[config.mk]
export PLATFORM = sky130hd
export DESIGN_NAME = adcp_host_port
export DESIGN_NICKNAME = d
export VERILOG_FILES = /design/src/adcp_host_port.v /design/src/adcp_shift_lane.v
export VERILOG_INCLUDE_DIRS = /design/src /design/src/src
export SDC_FILE = /design/constraint.sdc
export NUM_CORES = 1
export LEC_CHECK = 0
export BUFFER_PORTS_ARGS = -buffer_cell sky130_fd_sc_hd__buf_2
export CORE_ASPECT_RATIO = 1.2
export CORE_MARGIN = 2
export CORE_UTILIZATION = 50
export CTS_BUF_LIST = sky130_fd_sc_hd__clkbuf_4
export DETAILED_ROUTE_END_ITERATION = 12
export HOLD_SLACK_MARGIN = 0.12
export PLACE_DENSITY_LB_ADDON = 0.1
export SYNTH_ARGS = -nofsm -noshare
export SYNTH_HDL_FRONTEND = slang
export SYNTH_SLANG_ARGS = --single-unit
[constraint.sdc]
create_clock -name core_clk -period 4.2 [get_ports core_clk]
set_input_delay 0.21 -clock core_clk [delete_from_list [all_inputs] [get_ports core_clk]]
set_output_delay 0.21 -clock core_clk [all_outputs]
set_load 0.03 [all_outputs]
[src/adcp_defines.vh]
// Constants for the converter host port and configuration block.
// Included by the host port design file, the bench and the checker, not by the shift lane or the host model; holds definitions only.
`ifndef ADCP_DEFINES_VH
`define ADCP_DEFINES_VH

// AXI4-Lite register byte offsets
`define ADCP_OFF_CTRL 8'h00
`define ADCP_OFF_CR 8'h04
`define ADCP_OFF_STATUS 8'h08

// Reset values
`define ADCP_CTRL_RESET 32'h00000000
`define ADCP_CR_RESET 32'h000003ff

// Control register field positions
`define ADCP_BIT_FULL_EN 16
`define ADCP_BIT_READ_EN 17
`define ADCP_BIT_SEQ 23
`define ADCP_RANGE_LSB 26

// Bits that stay active in hardware mode, and bits that can be written (the rest always read zero)
`define ADCP_HW_MASK 32'h007ce3ff
`define ADCP_CR_WMASK 32'hfff7efff

// Smallest reference code that keeps the reference output at or above 0.5 V
`define ADCP_REFDAC_MIN 10'h0cc

// Serial update commits on this falling serial clock edge
`define ADCP_SER_COMMIT_EDGE 7'h20

// AXI responses
`define ADCP_RESP_OKAY 2'b00
`define ADCP_RESP_DECERR 2'b11

`endif

[src/adcp_host_port.v]
// Host port and configuration logic of a six-channel sampling converter:
// parallel port, serial port, control register and mode handling.
// Assumes results arrive from the converter core on core_clk; all pins are
// asynchronous and pass two flip-flops; software reaches it over AXI4-Lite.
//
// Functional notes
// - Parallel port is 16 bits when width select low, else 8 bits.
// - In byte mode byte order pin picks low or high byte first on DB[15:8].
// - Interface select high enables serial; transfers start at frame sync fall.
// - Serial data MSB first, changing on rising serial clock edges.
// - Narrower results go out as 16-bit words with leading zeros.
// - Serial input bit captured on falling serial clock edge.
// - Three outputs: each sends its pair channel 0 then channel 1.
// - Two outputs: A sends A0 A1 C0, B sends B0 B1 C1.
// - One output: A sends A0 A1 B0 B1 C0 C1.
// - Hardware mode follows pins, optionally control bits 22:18, 15:13, 9:0.
// - Hardware mode with serial port ignores control bits 31:24.
// - Software mode uses control register only; configuration pins ignored.
// - Software mode starts all pairs from pair A start, unless sequential.
// - Control register survives a trip to hardware mode and back.
// - A single parallel write updates only control bits 31:24.
// - Word mode holds bits 23:16 from first write until the second.
// - Updates apply at write strobe rise or 32nd falling serial edge.
// - Reference code sits in control bits 9:0.
`timescale 1ns/1ps
`include "adcp_defines.vh"
module adcp_host_port #(
    parameter RES_BITS = 16
) (
    // Clock and reset
    input wire core_clk,
    input wire sys_rst,
    // Converter core side
    input wire [6*RES_BITS-1:0] results,
    input wire results_valid,
    // Mode pins
    input wire interface_select,
    input wire width_select,
    input wire byte_order_select,
    input wire config_mode_select,
    input wire range_pin,
    // Conversion start pins and resulting starts
    input wire [2:0] pair_start,
    output wire [2:0] conv_start,
    // Parallel port
    input wire cs_n,
    input wire rd_n,
    input wire wr_n,
    input wire [15:0] parallel_data_lines_in,
    output wire [15:0] parallel_data_lines_out,
    output wire parallel_data_lines_oe,
    // Serial port
    input wire frame_sync,
    input wire sclk,
    input wire serial_in,
    input wire [2:0] port_enable,
    output wire serial_out_a,
    output wire serial_out_b,
    output wire serial_out_c,
    // Effective configuration
    output wire [31:0] eff_config,
    output wire [2:0] eff_range_sel,
    // AXI4-Lite slave
    input wire [7:0] s_axi_awaddr,
    input wire s_axi_awvalid,
    output wire s_axi_awready,
    input wire [31:0] s_axi_wdata,
    input wire [3:0] s_axi_wstrb,
    input wire s_axi_wvalid,
    output wire s_axi_wready,
    output wire [1:0] s_axi_bresp,
    output wire s_axi_bvalid,
    input wire s_axi_bready,
    input wire [7:0] s_axi_araddr,
    input wire s_axi_arvalid,
    output wire s_axi_arready,
    output wire [31:0] s_axi_rdata,
    output wire [1:0] s_axi_rresp,
    output wire s_axi_rvalid,
    input wire s_axi_rready
);
    localparam NSYNC = 33;

    // Two-stage synchroniser; third stage only for edge detection
    wire [NSYNC-1:0] pins_raw;
    reg [NSYNC-1:0] sync1_reg;
    reg [NSYNC-1:0] sync2_reg;
    reg [NSYNC-1:0] sync3_reg;
    assign pins_raw = {parallel_data_lines_in, port_enable, pair_start, serial_in,
                       sclk, frame_sync, wr_n, rd_n, cs_n, range_pin,
                       config_mode_select, byte_order_select, width_select,
                       interface_select};
    always @(posedge core_clk) begin
        if (sys_rst) begin
            sync1_reg <= {NSYNC{1'b1}};
            sync2_reg <= {NSYNC{1'b1}};
            sync3_reg <= {NSYNC{1'b1}};
        end else begin
            sync1_reg <= pins_raw;
            sync2_reg <= sync1_reg;
            sync3_reg <= sync2_reg;
        end
    end

    wire ser_mode = sync2_reg[0];
    wire byte_mode = sync2_reg[1];
    wire hi_first = sync2_reg[2];
    wire sw_mode = sync2_reg[3];
    wire range_s = sync2_reg[4];
    wire cs_s = sync2_reg[5];
    wire rd_s = sync2_reg[6];
    wire wr_s = sync2_reg[7];
    wire sin_s = sync2_reg[10];
    wire [2:0] start_s = sync2_reg[13:11];
    wire [2:0] sel_s = sync2_reg[16:14];
    wire [15:0] db_s = sync2_reg[32:17];
    wire fs_fall = sync3_reg[8] & ~sync2_reg[8];
    wire fs_rise = ~sync3_reg[8] & sync2_reg[8];
    wire sclk_rise = ~sync3_reg[9] & sync2_reg[9];
    wire sclk_fall = sync3_reg[9] & ~sync2_reg[9];
    wire rd_fall = sync3_reg[6] & ~rd_s;
    wire rd_rise = ~sync3_reg[6] & rd_s;
    wire wr_rise = ~sync3_reg[7] & wr_s;

    // Latched results, zero-extended to 16 bits
    reg [6*RES_BITS-1:0] res_reg;
    wire [95:0] words;
    always @(posedge core_clk) begin
        if (sys_rst) begin
            res_reg <= {6*RES_BITS{1'b0}};
        end else if (results_valid) begin
            res_reg <= results;
        end
    end
    genvar gi;
    generate
        for (gi = 0; gi < 6; gi = gi + 1) begin : g_ext
            wire [RES_BITS+15:0] ext;
            assign ext = {16'h0000, res_reg[(5-gi)*RES_BITS +: RES_BITS]};
            assign words[(5-gi)*16 +: 16] = ext[15:0];
        end
    endgenerate
    wire [15:0] w_a0 = words[95:80];
    wire [15:0] w_a1 = words[79:64];
    wire [15:0] w_b0 = words[63:48];
    wire [15:0] w_b1 = words[47:32];
    wire [15:0] w_c0 = words[31:16];
    wire [15:0] w_c1 = words[15:0];

    // Control register and parallel write sequencing
    reg [31:0] cr_reg;
    reg [31:0] cr_next;
    reg [23:0] pend_reg;
    reg [23:0] pend_next;
    reg [1:0] wcnt_reg;
    reg [1:0] wcnt_next;
    reg [6:0] fcnt_reg;
    reg [31:0] sin_reg;
    reg frame_reg;
    wire [31:0] ser_word = {sin_reg[30:0], sin_s};
    wire par_wr = sw_mode & ~ser_mode & ~cs_s & wr_rise;
    wire ser_commit = sw_mode & ser_mode & frame_reg & sclk_fall &
                      (fcnt_reg == `ADCP_SER_COMMIT_EDGE - 7'h01);

    always @* begin
        cr_next = cr_reg;
        pend_next = pend_reg;
        wcnt_next = wcnt_reg;
        if (cs_s) begin
            wcnt_next = 2'h0;
        end
        if (par_wr) begin
            wcnt_next = wcnt_reg + 2'h1;
            if (wcnt_reg == 2'h0) begin
                cr_next[31:24] = db_s[15:8];
                pend_next[23:16] = db_s[7:0];
            end else if (!byte_mode) begin
                cr_next[23:0] = {pend_reg[23:16], db_s};
                wcnt_next = 2'h0;
            end else if (wcnt_reg == 2'h1) begin
                pend_next[23:16] = db_s[15:8];
            end else if (wcnt_reg == 2'h2) begin
                pend_next[15:8] = db_s[15:8];
            end else begin
                cr_next[23:0] = {pend_reg[23:8], db_s[15:8]};
            end
        end
        if (ser_commit) begin
            cr_next[31:24] = ser_word[31:24];
            if (ser_word[`ADCP_BIT_FULL_EN]) begin
                cr_next[23:0] = ser_word[23:0];
            end
        end
    end

    always @(posedge core_clk) begin
        if (sys_rst) begin
            cr_reg <= `ADCP_CR_RESET;
            pend_reg <= 24'h000000;
            wcnt_reg <= 2'h0;
        end else begin
            cr_reg <= cr_next & `ADCP_CR_WMASK;
            pend_reg <= pend_next;
            wcnt_reg <= wcnt_next;
        end
    end

    // Parallel readout
    reg [2:0] ridx_reg;
    reg bph_reg;
    reg [15:0] db_out_reg;
    reg [15:0] cur_word;
    always @* begin
        case (ridx_reg)
            3'h0: cur_word = w_a0;
            3'h1: cur_word = w_a1;
            3'h2: cur_word = w_b0;
            3'h3: cur_word = w_b1;
            3'h4: cur_word = w_c0;
            3'h5: cur_word = w_c1;
            default: cur_word = 16'h0000;
        endcase
    end
    always @(posedge core_clk) begin
        if (sys_rst) begin
            ridx_reg <= 3'h0;
            bph_reg <= 1'b0;
            db_out_reg <= 16'h0000;
        end else if (results_valid) begin
            ridx_reg <= 3'h0;
            bph_reg <= 1'b0;
        end else if (!ser_mode && !cs_s) begin
            if (rd_fall && !byte_mode) begin
                db_out_reg <= cur_word;
            end else if (rd_fall) begin
                // Byte lanes only on the upper lines
                if (bph_reg ^ hi_first) begin
                    db_out_reg <= {cur_word[15:8], 8'h00};
                end else begin
                    db_out_reg <= {cur_word[7:0], 8'h00};
                end
            end
            if (rd_rise) begin
                bph_reg <= byte_mode & ~bph_reg;
                if ((!byte_mode || bph_reg) && ridx_reg != 3'h5) begin
                    ridx_reg <= ridx_reg + 3'h1;
                end
            end
        end
    end
    assign parallel_data_lines_out = db_out_reg;
    assign parallel_data_lines_oe = ~ser_mode & ~cs_s & ~rd_s;

    // Serial frame control
    always @(posedge core_clk) begin
        if (sys_rst) begin
            frame_reg <= 1'b0;
            fcnt_reg <= 7'h00;
            sin_reg <= 32'h00000000;
        end else if (!ser_mode || fs_rise) begin
            frame_reg <= 1'b0;
        end else if (fs_fall) begin
            frame_reg <= 1'b1;
            fcnt_reg <= 7'h00;
        end else if (frame_reg && sclk_fall) begin
            sin_reg <= ser_word;
            if (fcnt_reg != 7'h7f) begin
                fcnt_reg <= fcnt_reg + 7'h01;
            end
        end
    end

    wire lane_load = ser_mode & fs_fall;
    // First bit is already out at frame start, so shift after the first fall
    wire lane_shift = frame_reg & sclk_rise & (fcnt_reg != 7'h00);
    wire show_cr = cr_reg[`ADCP_BIT_READ_EN];
    reg [95:0] ld_a;
    reg [47:0] ld_b;
    reg [31:0] ld_c;
    always @* begin
        ld_a = {w_a0, w_a1, w_b0, w_b1, w_c0, w_c1};
        ld_b = 48'h000000000000;
        ld_c = 32'h00000000;
        if (sel_s == 3'b111) begin
            ld_a = {w_a0, w_a1, 64'h0000000000000000};
            ld_b = {w_b0, w_b1, 16'h0000};
            ld_c = {w_c0, w_c1};
        end else if (sel_s[1]) begin
            ld_a = {w_a0, w_a1, w_c0, 48'h000000000000};
            ld_b = {w_b0, w_b1, w_c1};
        end
        if (show_cr) begin
            ld_a = {cr_reg, 64'h0000000000000000};
            ld_b = {cr_reg, 16'h0000};
            ld_c = cr_reg;
        end
    end

    wire lane_a;
    wire lane_b;
    wire lane_c;
    adcp_shift_lane #(.WIDTH(96)) u_lane_a (
        .core_clk(core_clk),
        .sys_rst(sys_rst),
        .load(lane_load),
        .load_value(ld_a),
        .shift(lane_shift),
        .bit_out(lane_a)
    );
    adcp_shift_lane #(.WIDTH(48)) u_lane_b (
        .core_clk(core_clk),
        .sys_rst(sys_rst),
        .load(lane_load),
        .load_value(ld_b),
        .shift(lane_shift),
        .bit_out(lane_b)
    );
    adcp_shift_lane #(.WIDTH(32)) u_lane_c (
        .core_clk(core_clk),
        .sys_rst(sys_rst),
        .load(lane_load),
        .load_value(ld_c),
        .shift(lane_shift),
        .bit_out(lane_c)
    );
    assign serial_out_a = ser_mode & sel_s[0] & lane_a;
    assign serial_out_b = ser_mode & sel_s[1] & lane_b;
    assign serial_out_c = ser_mode & sel_s[2] & lane_c;

    // Effective configuration and conversion starts
    reg [31:0] ctrl_reg;
    wire hw_use_cr = ctrl_reg[0];
    // Hardware mode never sees the upper byte, so 31:24 are masked on both ports
    assign eff_config = sw_mode ? cr_reg :
                        (hw_use_cr ? (cr_reg & `ADCP_HW_MASK) : 32'h00000000);
    assign eff_range_sel = sw_mode ? cr_reg[`ADCP_RANGE_LSB +: 3] : {3{range_s}};
    assign conv_start = (sw_mode && !cr_reg[`ADCP_BIT_SEQ]) ?
                        {3{start_s[0]}} : start_s;
    wire refdac_low = cr_reg[9:0] < `ADCP_REFDAC_MIN;

    // AXI4-Lite slave
    reg aw_ok_reg;
    reg w_ok_reg;
    reg [7:0] awaddr_reg;
    reg [31:0] wdata_reg;
    reg [3:0] wstrb_reg;
    reg bvalid_reg;
    reg [1:0] bresp_reg;
    reg rvalid_reg;
    reg [1:0] rresp_reg;
    reg [31:0] rdata_reg;
    integer bi;
    assign s_axi_awready = ~aw_ok_reg & ~bvalid_reg;
    assign s_axi_wready = ~w_ok_reg & ~bvalid_reg;
    assign s_axi_bvalid = bvalid_reg;
    assign s_axi_bresp = bresp_reg;
    assign s_axi_arready = ~rvalid_reg;
    assign s_axi_rvalid = rvalid_reg;
    assign s_axi_rresp = rresp_reg;
    assign s_axi_rdata = rdata_reg;

    always @(posedge core_clk) begin
        if (sys_rst) begin
            aw_ok_reg <= 1'b0;
            w_ok_reg <= 1'b0;
            awaddr_reg <= 8'h00;
            wdata_reg <= 32'h00000000;
            wstrb_reg <= 4'h0;
            bvalid_reg <= 1'b0;
            bresp_reg <= `ADCP_RESP_OKAY;
            ctrl_reg <= `ADCP_CTRL_RESET;
        end else begin
            if (s_axi_awvalid && s_axi_awready) begin
                aw_ok_reg <= 1'b1;
                awaddr_reg <= s_axi_awaddr;
            end
            if (s_axi_wvalid && s_axi_wready) begin
                w_ok_reg <= 1'b1;
                wdata_reg <= s_axi_wdata;
                wstrb_reg <= s_axi_wstrb;
            end
            if (aw_ok_reg && w_ok_reg) begin
                aw_ok_reg <= 1'b0;
                w_ok_reg <= 1'b0;
                bvalid_reg <= 1'b1;
                bresp_reg <= `ADCP_RESP_DECERR;
                if (awaddr_reg[7:2] == `ADCP_OFF_CTRL >> 2) begin
                    bresp_reg <= `ADCP_RESP_OKAY;
                    for (bi = 0; bi < 4; bi = bi + 1) begin
                        if (wstrb_reg[bi]) begin
                            ctrl_reg[bi*8 +: 8] <= wdata_reg[bi*8 +: 8];
                        end
                    end
                end else if (awaddr_reg[7:2] == `ADCP_OFF_CR >> 2 ||
                             awaddr_reg[7:2] == `ADCP_OFF_STATUS >> 2) begin
                    // Read-only registers ignore writes
                    bresp_reg <= `ADCP_RESP_OKAY;
                end
            end else if (bvalid_reg && s_axi_bready) begin
                bvalid_reg <= 1'b0;
            end
        end
    end

    always @(posedge core_clk) begin
        if (sys_rst) begin
            rvalid_reg <= 1'b0;
            rresp_reg <= `ADCP_RESP_OKAY;
            rdata_reg <= 32'h00000000;
        end else if (s_axi_arvalid && s_axi_arready) begin
            rvalid_reg <= 1'b1;
            rresp_reg <= `ADCP_RESP_OKAY;
            case (s_axi_araddr[7:2])
                `ADCP_OFF_CTRL >> 2: rdata_reg <= {31'h00000000, ctrl_reg[0]};
                `ADCP_OFF_CR >> 2: rdata_reg <= cr_reg;
                `ADCP_OFF_STATUS >> 2: rdata_reg <= {24'h000000, refdac_low, frame_reg,
                                                     wcnt_reg, byte_mode, ser_mode,
                                                     sw_mode, 1'b0};
                default: begin
                    rdata_reg <= 32'h00000000;
                    rresp_reg <= `ADCP_RESP_DECERR;
                end
            endcase
        end else if (rvalid_reg && s_axi_rready) begin
            rvalid_reg <= 1'b0;
        end
    end
endmodule

[src/adcp_shift_lane.v]
// One serial output lane: parallel load, shift toward the MSB.
// Assumes load and shift come from logic on core_clk; load wins.
`timescale 1ns/1ps
module adcp_shift_lane #(
    parameter WIDTH = 32
) (
    // Clock and reset
    input wire core_clk,
    input wire sys_rst,
    // Control
    input wire load,
    input wire [WIDTH-1:0] load_value,
    input wire shift,
    // Serial bit, MSB first
    output wire bit_out
);
    reg [WIDTH-1:0] sr_reg;

    always @(posedge core_clk) begin
        if (sys_rst) begin
            sr_reg <= {WIDTH{1'b0}};
        end else if (load) begin
            sr_reg <= load_value;
        end else if (shift) begin
            sr_reg <= {sr_reg[WIDTH-2:0], 1'b0};
        end
    end

    assign bit_out = sr_reg[WIDTH-1];
endmodule
==> reports/qor.txt, run 1 <==
===============================================================================================
Dominant register cell in the synthesized netlist                                       dfxtp_1
WL per Instance                                                                         22.8 um
Fraction of layout cells with a size suffix above 1                                       19.4%
Worst Tran Pin Value                                                                    1.19 ns
First-pass GRT wire length                                                            127000 um
Worst R2R Path Depth                                                                          7
Max-slew violation count                                                                      0
CTS Buf Count                                                                               130
Type of element launching the critical path                                            register
Iteration count of the initial detailed-routing pass                                          6
Count of cell types in the netlist                                                           58
Post-route ant nets                                                                           0
Final setup skew                                                                      0.0642 ns
Clock input transition at the sequential cells of the worst setup and hold paths        0.07 ns
Worst setup EP type                                                                    register
Core area                                                                             42900 um2
Effective utilization at floorplan                                                        50.9%
Flip-flop and latch area                                                               9850 um2
Overall overflow remaining after global route                                                 0
Cell area after synthesis                                                             21800 um2
Total power after layout                                                                10.4 mW
Largest cells by area after synthesis                                              dfxtp_1 (45%), mux2i_1 (6.6%), a21oi_1 (4.7%)
Number of DRC violations after detailed routing                                               0
Final-report hold violation count                                                             0
Vias after detailed routing                                                               22.6k
Commonest non-fill, non-tap cell in the layout                                          dfxtp_1
Overall track demand over capacity in global routing                                      36.5%
Last element of the critical path                                                  u_lane_a.sr_reg[44]$_SDFFE_PP0P_
Number of global-route vias before repair                                                 22.0k
TritonCTS clock tree                                                                       done
Detail Placement HPWL                                                                  49600 um
Critical Setup Path Class                                                               reg2reg
Post-synthesis instance total                                                              2533
Most frequent cells in the layout                                                  dfxtp_1 (491), dlygate4sd3_1 (361), buf_2 (243), nor2_1 (233), a21oi_1 (203)
Peak supply drop                                                                       0.232 mV
Arrival time worst endpoint                                                             3.90 ns
Reg-to-reg critical path startpoint                                                fcnt_reg[0]$_SDFFE_PP0P_
Chip width                                                                               195 um
Number of levels the H-tree was split into                                                    4
Ratio of final minimum period to clock period                                             75.3%
Fin worst setup slack                                                                   1.04 ns
Seq/Total Area, Yosys                                                                     45.1%
Total number of placement rows                                                               83
Yosys warns                                                                                   0
1st-iter DRT viols                                                                         2192
Max-Slew Margin vs Limit                                                                  20.6%
Power density normalized to cell area                                                367 nW/um2
Die Span Y                                                                               233 um
Final total negative setup slack                                                           0 ns
Post-synth top area share                                                                 45.1%
Number of top-level design ports                                                            288
Maximum number of buffers from clock root to sink                                             3
Count of buffers from port buffering                                                        245
Worst Setup Slack post-DPL                                                              1.28 ns
Crit path max fanout                                                                         75
Leakage power figure                                                                    11.2 nW
Number of flip-flops and latches in the synthesized netlist                                 492
Run status                                                                         finished clean
Largest area contributor in the netlist                                                 dfxtp_1
Worst Path Required                                                                     4.94 ns
CTS Root Cell                                                                          clkbuf_4
Hold WC Path Type                                                                        in2reg
TritonCTS sink count                                                                        492
Total wire length                                                                      84200 um
Number of antenna violations at the first check in global routing                             6
Worst-Skew Late Latency                                                                 0.88 ns
Final count of negative-setup-slack endpoints                                                 0
Post-layout nets                                                                           3250
Maximum number of pins on one net before global-route repair                                219
Final GP Congestion                                                                       0.915
Max-cap check violation count                                                                 0
Per-instance average area after synthesis                                              8.62 um2
Post-synth EDFFs                                                                              0
Post-layout instance count excluding filler cells                                          3693
RSZ-0062 raised after global routing                                                         no
Die outline area                                                                      45300 um2
FMAX                                                                                    316 MHz
Fill cell total of the finished layout                                                     3443
Minimum clock period                                                                    3.16 ns
Average vias per placed instance                                                           6.11
Source of the critical timing path                                                 fcnt_reg[0]$_SDFFE_PP0P_
Area delta synth->final                                                                   30.1%
Area of the multi-input gates                                                         10900 um2
Async SR Flop Fraction                                                                       0%
Number of placed instances, taps included                                                  3110
Register-to-register path setup slack                                                   1.04 ns
Worst reg2reg path endpoint                                                        u_lane_a.sr_reg[44]$_SDFFE_PP0P_
===============================================================================================
==> area by class of cell <==
| class | instances | area share, % |
|---|---|---|
| Antenna cell | 4 | 0.0352 |
| Clock inverter | 24 | 0.621 |
| Multi-Input combinational cell | 1755 | 38.3 |
| Sequential cell | 492 | 34.7 |
| Timing Repair Buffer | 642 | 18.4 |
| Clock buffer | 194 | 5.13 |
| Tap cell | 552 | 2.43 |
| Inverter | 30 | 0.397 |
==> what timing repair did <==
| item | in CTS | in global routing |
|---|---|---|
| hold buffers | 361 | 0 |
| hold endpoints to repair | 221 | 0 |
| setup buffers | 0 | 0 |
| gates resized for setup | 0 | 0 |
==> power by group <==
part / internal (mW) / switching [mW]
Combinational: 0.541 / 0.535
Sequential: 4.81 / 0.184
Clock: 2.28 / 2.07
==> worst min-delay path by stage <==
stage / cells past startpoint / to / startpoint
floorplan: 1 / sync1_reg[0]$_SDFF_PP1_ / interface_select
global route: 4 / res_reg[89]$_SDFFE_PP0P_ / results[89]
detailed placement: 1 / sync2_reg[21]$_SDFF_PP1_ / sync1_reg[21]$_SDFF_PP1_
global placement: 1 / sync2_reg[1]$_SDFF_PP1_ / sync1_reg[1]$_SDFF_PP1_
CTS: 4 / res_reg[89]$_SDFFE_PP0P_ / results[89]
finish: 4 / res_reg[8]$_SDFFE_PP0P_ / results[8]
==> cell families after synthesis <==
| logic type | Yosys count | share of synthesized area (%) |
|---|---|---|
| AOI/OAI and AO/OA | 628 | 20.1 |
| xor gates and xnor gates | 2 | 0.0803 |
| adders and majority gates | 10 | 0.573 |
| buffers and inverters | 289 | 5.20 |
| DFF | 492 | 45.1 |
| muxes | 181 | 8.51 |
| other | 1 | 0.0172 |
| and+or+nand+nor | 930 | 20.3 |
==> critical path: stages (launching register included) <==
cell      delay [ns]
dfxtp_1         0.33
inv_1           0.09
ha_1            0.16
nor4b_1         0.71
a211o_4         0.60
nand2_2         0.18
buf_4           0.41
a311oi_1        0.47
==> synth_stat cells (all sizes together) (45+ instances only) <==
cell type / count
mux2i: 144
or2: 72
a311oi: 54
nand3: 192
o21ai: 51
a21oi: 203
a211o: 89
dfxtp: 492
nor2: 234
buf: 51
a221oi: 58
nor3: 109
nand2: 201
a211oi: 71
a22oi: 52
nor2b: 45
clkbuf: 208
==> per-stage QoR <==
stage | instance area, um2 | util (%) | hold WS, ns
after floorplan | 21800 | - | 0.314
after global placement | 23100 | 54.0 | 0.391
after detailed placement | 23100 | 54.0 | 0.393
after CTS | 28400 | 66.2 | 0.123
after global routing | 28400 | 66.2 | 0.158
final | 28400 | 66.2 | 0.174
==> per-layer routing <==
layer | global-route usage [%] | part of all wire (%) | vias up
met5 | 0 | 0.019 | -
met4 | 28.2 | 7.6 | 2
met3 | 7.83 | 7.5 | 362
met2 | 61.3 | 48 | 1199
met1 | 40.5 | 36 | 10800
li1 | - | - | 10200
Power figures use the tool's default switching activity.
==> run 2, diff against run 1 <==
- clock period: 4.2 -> 2.95 ns (I/O delays scaled with it)
==> run 2 against run 1 <==
Effect of this change:
- worst hold slack better by 0.17 ns
- die area stayed put
- combinational power is 60% higher
- via count is 3.3% higher
- non-clock buffer count is 137 higher
- sequential power is 42% higher
- critical endpoint is now s_axi_rdata[31]$_SDFFE_PP0P_
==> reports/qor.txt, run 2 (synthesis results as in run 1) <==
===============================================================================================
Number of DRC violations after detailed routing                                               0   unchanged
Area delta synth->final                                                                   36.3%
Die Span Y                                                                               233 um   unchanged
Minimum clock period                                                                    2.95 ns   -0.215 ns
Core area                                                                             42900 um2   unchanged
Flip-flop and latch area                                                               9850 um2   about the same
Register-to-register path setup slack                                                  0.004 ns   -1.04 ns
Final GP Congestion                                                                       0.941   +2.8%
Worst-Skew Late Latency                                                                 0.93 ns   +0.05 ns
Number of placed instances, taps included                                                  3137   +0.87%
Post-layout instance count excluding filler cells                                          3822   +3.5%
Iteration count of the initial detailed-routing pass                                          8   +2
Worst reg2reg path endpoint                                                        s_axi_rdata[31]$_SDFFE_PP0P_
Fin worst setup slack                                                                0.00381 ns   -1.04 ns
Crit path max fanout                                                                          6   -92%
Run status                                                                         finished clean
Maximum number of pins on one net before global-route repair                                181   -17%
Hold WC Path Type                                                                        in2reg
FMAX                                                                                    339 MHz   +7.3%
Overall track demand over capacity in global routing                                      38.1%   +1.6 points
Average vias per placed instance                                                           6.10   -0.16%
TritonCTS clock tree                                                                       done
Most frequent cells in the layout                                                  dfxtp_1 (490), dlygate4sd3_1 (471), buf_2 (243), nor2_1 (233), a21oi_1 (203)
Commonest non-fill, non-tap cell in the layout                                          dfxtp_1
Power density normalized to cell area                                                492 nW/um2   +34%
Max-cap check violation count                                                                 0   unchanged
Final count of negative-setup-slack endpoints                                                 0   unchanged
Worst R2R Path Depth                                                                          7   unchanged
Max-Slew Margin vs Limit                                                                  10.1%   -10 points
Number of antenna violations at the first check in global routing                             8   +2
Count of buffers from port buffering                                                        245   unchanged
Peak supply drop                                                                       0.338 mV   +45%
Fill cell total of the finished layout                                                     3293   -4.4%
Type of element launching the critical path                                            register
Total number of placement rows                                                               83   unchanged
Number of levels the H-tree was split into                                                    3   -1
Effective utilization at floorplan                                                        50.9%   unchanged
Final total negative setup slack                                                           0 ns   unchanged
Chip width                                                                               195 um   unchanged
Vias after detailed routing                                                               23.3k   +3.3%
Maximum number of buffers from clock root to sink                                             3   unchanged
CTS Buf Count                                                                               121   -6.9%
Worst Path Required                                                                     3.76 ns   -1.18 ns
Post-route ant nets                                                                           0   unchanged
Reg-to-reg critical path startpoint                                                cr_reg[31]$_SDFFE_PP0P_
Leakage power figure                                                                    11.7 nW   +4.4%
Source of the critical timing path                                                 cr_reg[31]$_SDFFE_PP0P_
Clock input transition at the sequential cells of the worst setup and hold paths        0.07 ns   about the same
Worst Tran Pin Value                                                                    1.35 ns   +0.156 ns
Overall overflow remaining after global route                                                 0   unchanged
Worst setup EP type                                                                    register
CTS Root Cell                                                                          clkbuf_4
Worst Setup Slack post-DPL                                                             0.481 ns   -0.797 ns
1st-iter DRT viols                                                                         2612   +19%
RSZ-0062 raised after global routing                                                         no
Total power after layout                                                                14.6 mW   +40%
Number of global-route vias before repair                                                 23.2k   +5.4%
Die outline area                                                                      45300 um2   unchanged
Final-report hold violation count                                                             0   unchanged
Area of the multi-input gates                                                         10900 um2   +0.21%
Post-layout nets                                                                           3378   +3.9%
Final worst hold slack                                                                 0.339 ns   +0.165 ns
Total wire length                                                                      88300 um   +4.9%
Final setup skew                                                                      0.0923 ns   +0.0280 ns
Detail Placement HPWL                                                                  50700 um   +2.3%
WHS Path Cells                                                                                3   -1
Number of top-level design ports                                                            288   unchanged
Ratio of final minimum period to clock period                                             99.9%   +25 points
Fraction of layout cells with a size suffix above 1                                       19.1%   -0.30 points
First-pass GRT wire length                                                            132000 um   +4.4%
Last element of the critical path                                                  s_axi_rdata[31]$_SDFFE_PP0P_
Arrival time worst endpoint                                                             3.75 ns   -0.15 ns
TritonCTS sink count                                                                        492   unchanged
Max-slew violation count                                                                      0   unchanged
WL per Instance                                                                         23.1 um   +1.3%
Critical Setup Path Class                                                               reg2reg
===============================================================================================
-- run 2: how the worst min path moves through the flow --
stage | start | slack [ns] | end
5_1_grt | s_axi_arvalid | 0.31 | s_axi_rdata[11]$_SDFFE_PP0P_
4_1_cts | results_valid | 0.26 | ridx_reg[1]$_SDFFE_PP0P_
3_5_place_dp | parallel_data_lines_in[12] | 0.33 | sync1_reg[29]$_SDFF_PP1_
3_3_place_gp | parallel_data_lines_in[4] | 0.33 | sync1_reg[21]$_SDFF_PP1_
6_report | sys_rst | 0.34 | sin_reg[3]$_SDFFE_PP0P_
2_1_floorplan | interface_select | 0.25 | sync1_reg[0]$_SDFF_PP1_
-- run 2: through the flow --
stage	util [%]	instance area, um2
after floorplan	-	21800
after global placement	54.7	23500
after detailed placement	54.7	23500
after CTS	69.2	29700
after global routing	69.3	29700
final	69.3	29700
-- run 2: metal layers --
layer	GRT usage (%)	up-vias	routed length (um)
met4	33.4	2	8270
met3	8.80	440	7500
met5	0	-	13
li1	-	10500	-
met2	64.0	1313	41700
met1	40.5	11100	30800
-- run 2: layout make-up --
cell class	instances	share of cell area, %
multi-input cells	1755	36.7
flip-flops and latches	492	33.1
repair buffers	779	22.3
clock buffers	180	4.54
well taps	552	2.32
clock inverters	28	0.547
inverters	30	0.379
diodes	6	0.0505
-- run 2: report_power, final --
part | internal, mW | switching, mW | leakage, nW
Combinational | 0.909 | 0.821 | 6.75
Clock | 2.86 | 2.90 | 0.906
Sequential | 6.85 | 0.270 | 4.01
-- run 2: timing repair --
action | in CTS | in global routing
endpoints found under the hold margin | 320 | 0
hold buffers | 471 | 0
resized for setup | 0 | 7
setup endpoints to repair | 0 | 1
setup buffers | 0 | 0
-- run 2: critical path, stage by stage, from the launching register on --
cell and delay [ns]:
dfxtp_1 0.64, nand2_1 0.20, nor4_4 0.19, dlygate4sd3_1 0.59, a21oi_1 0.04, dlygate4sd3_1 0.57
nor2_1 0.09, dlygate4sd3_1 0.56
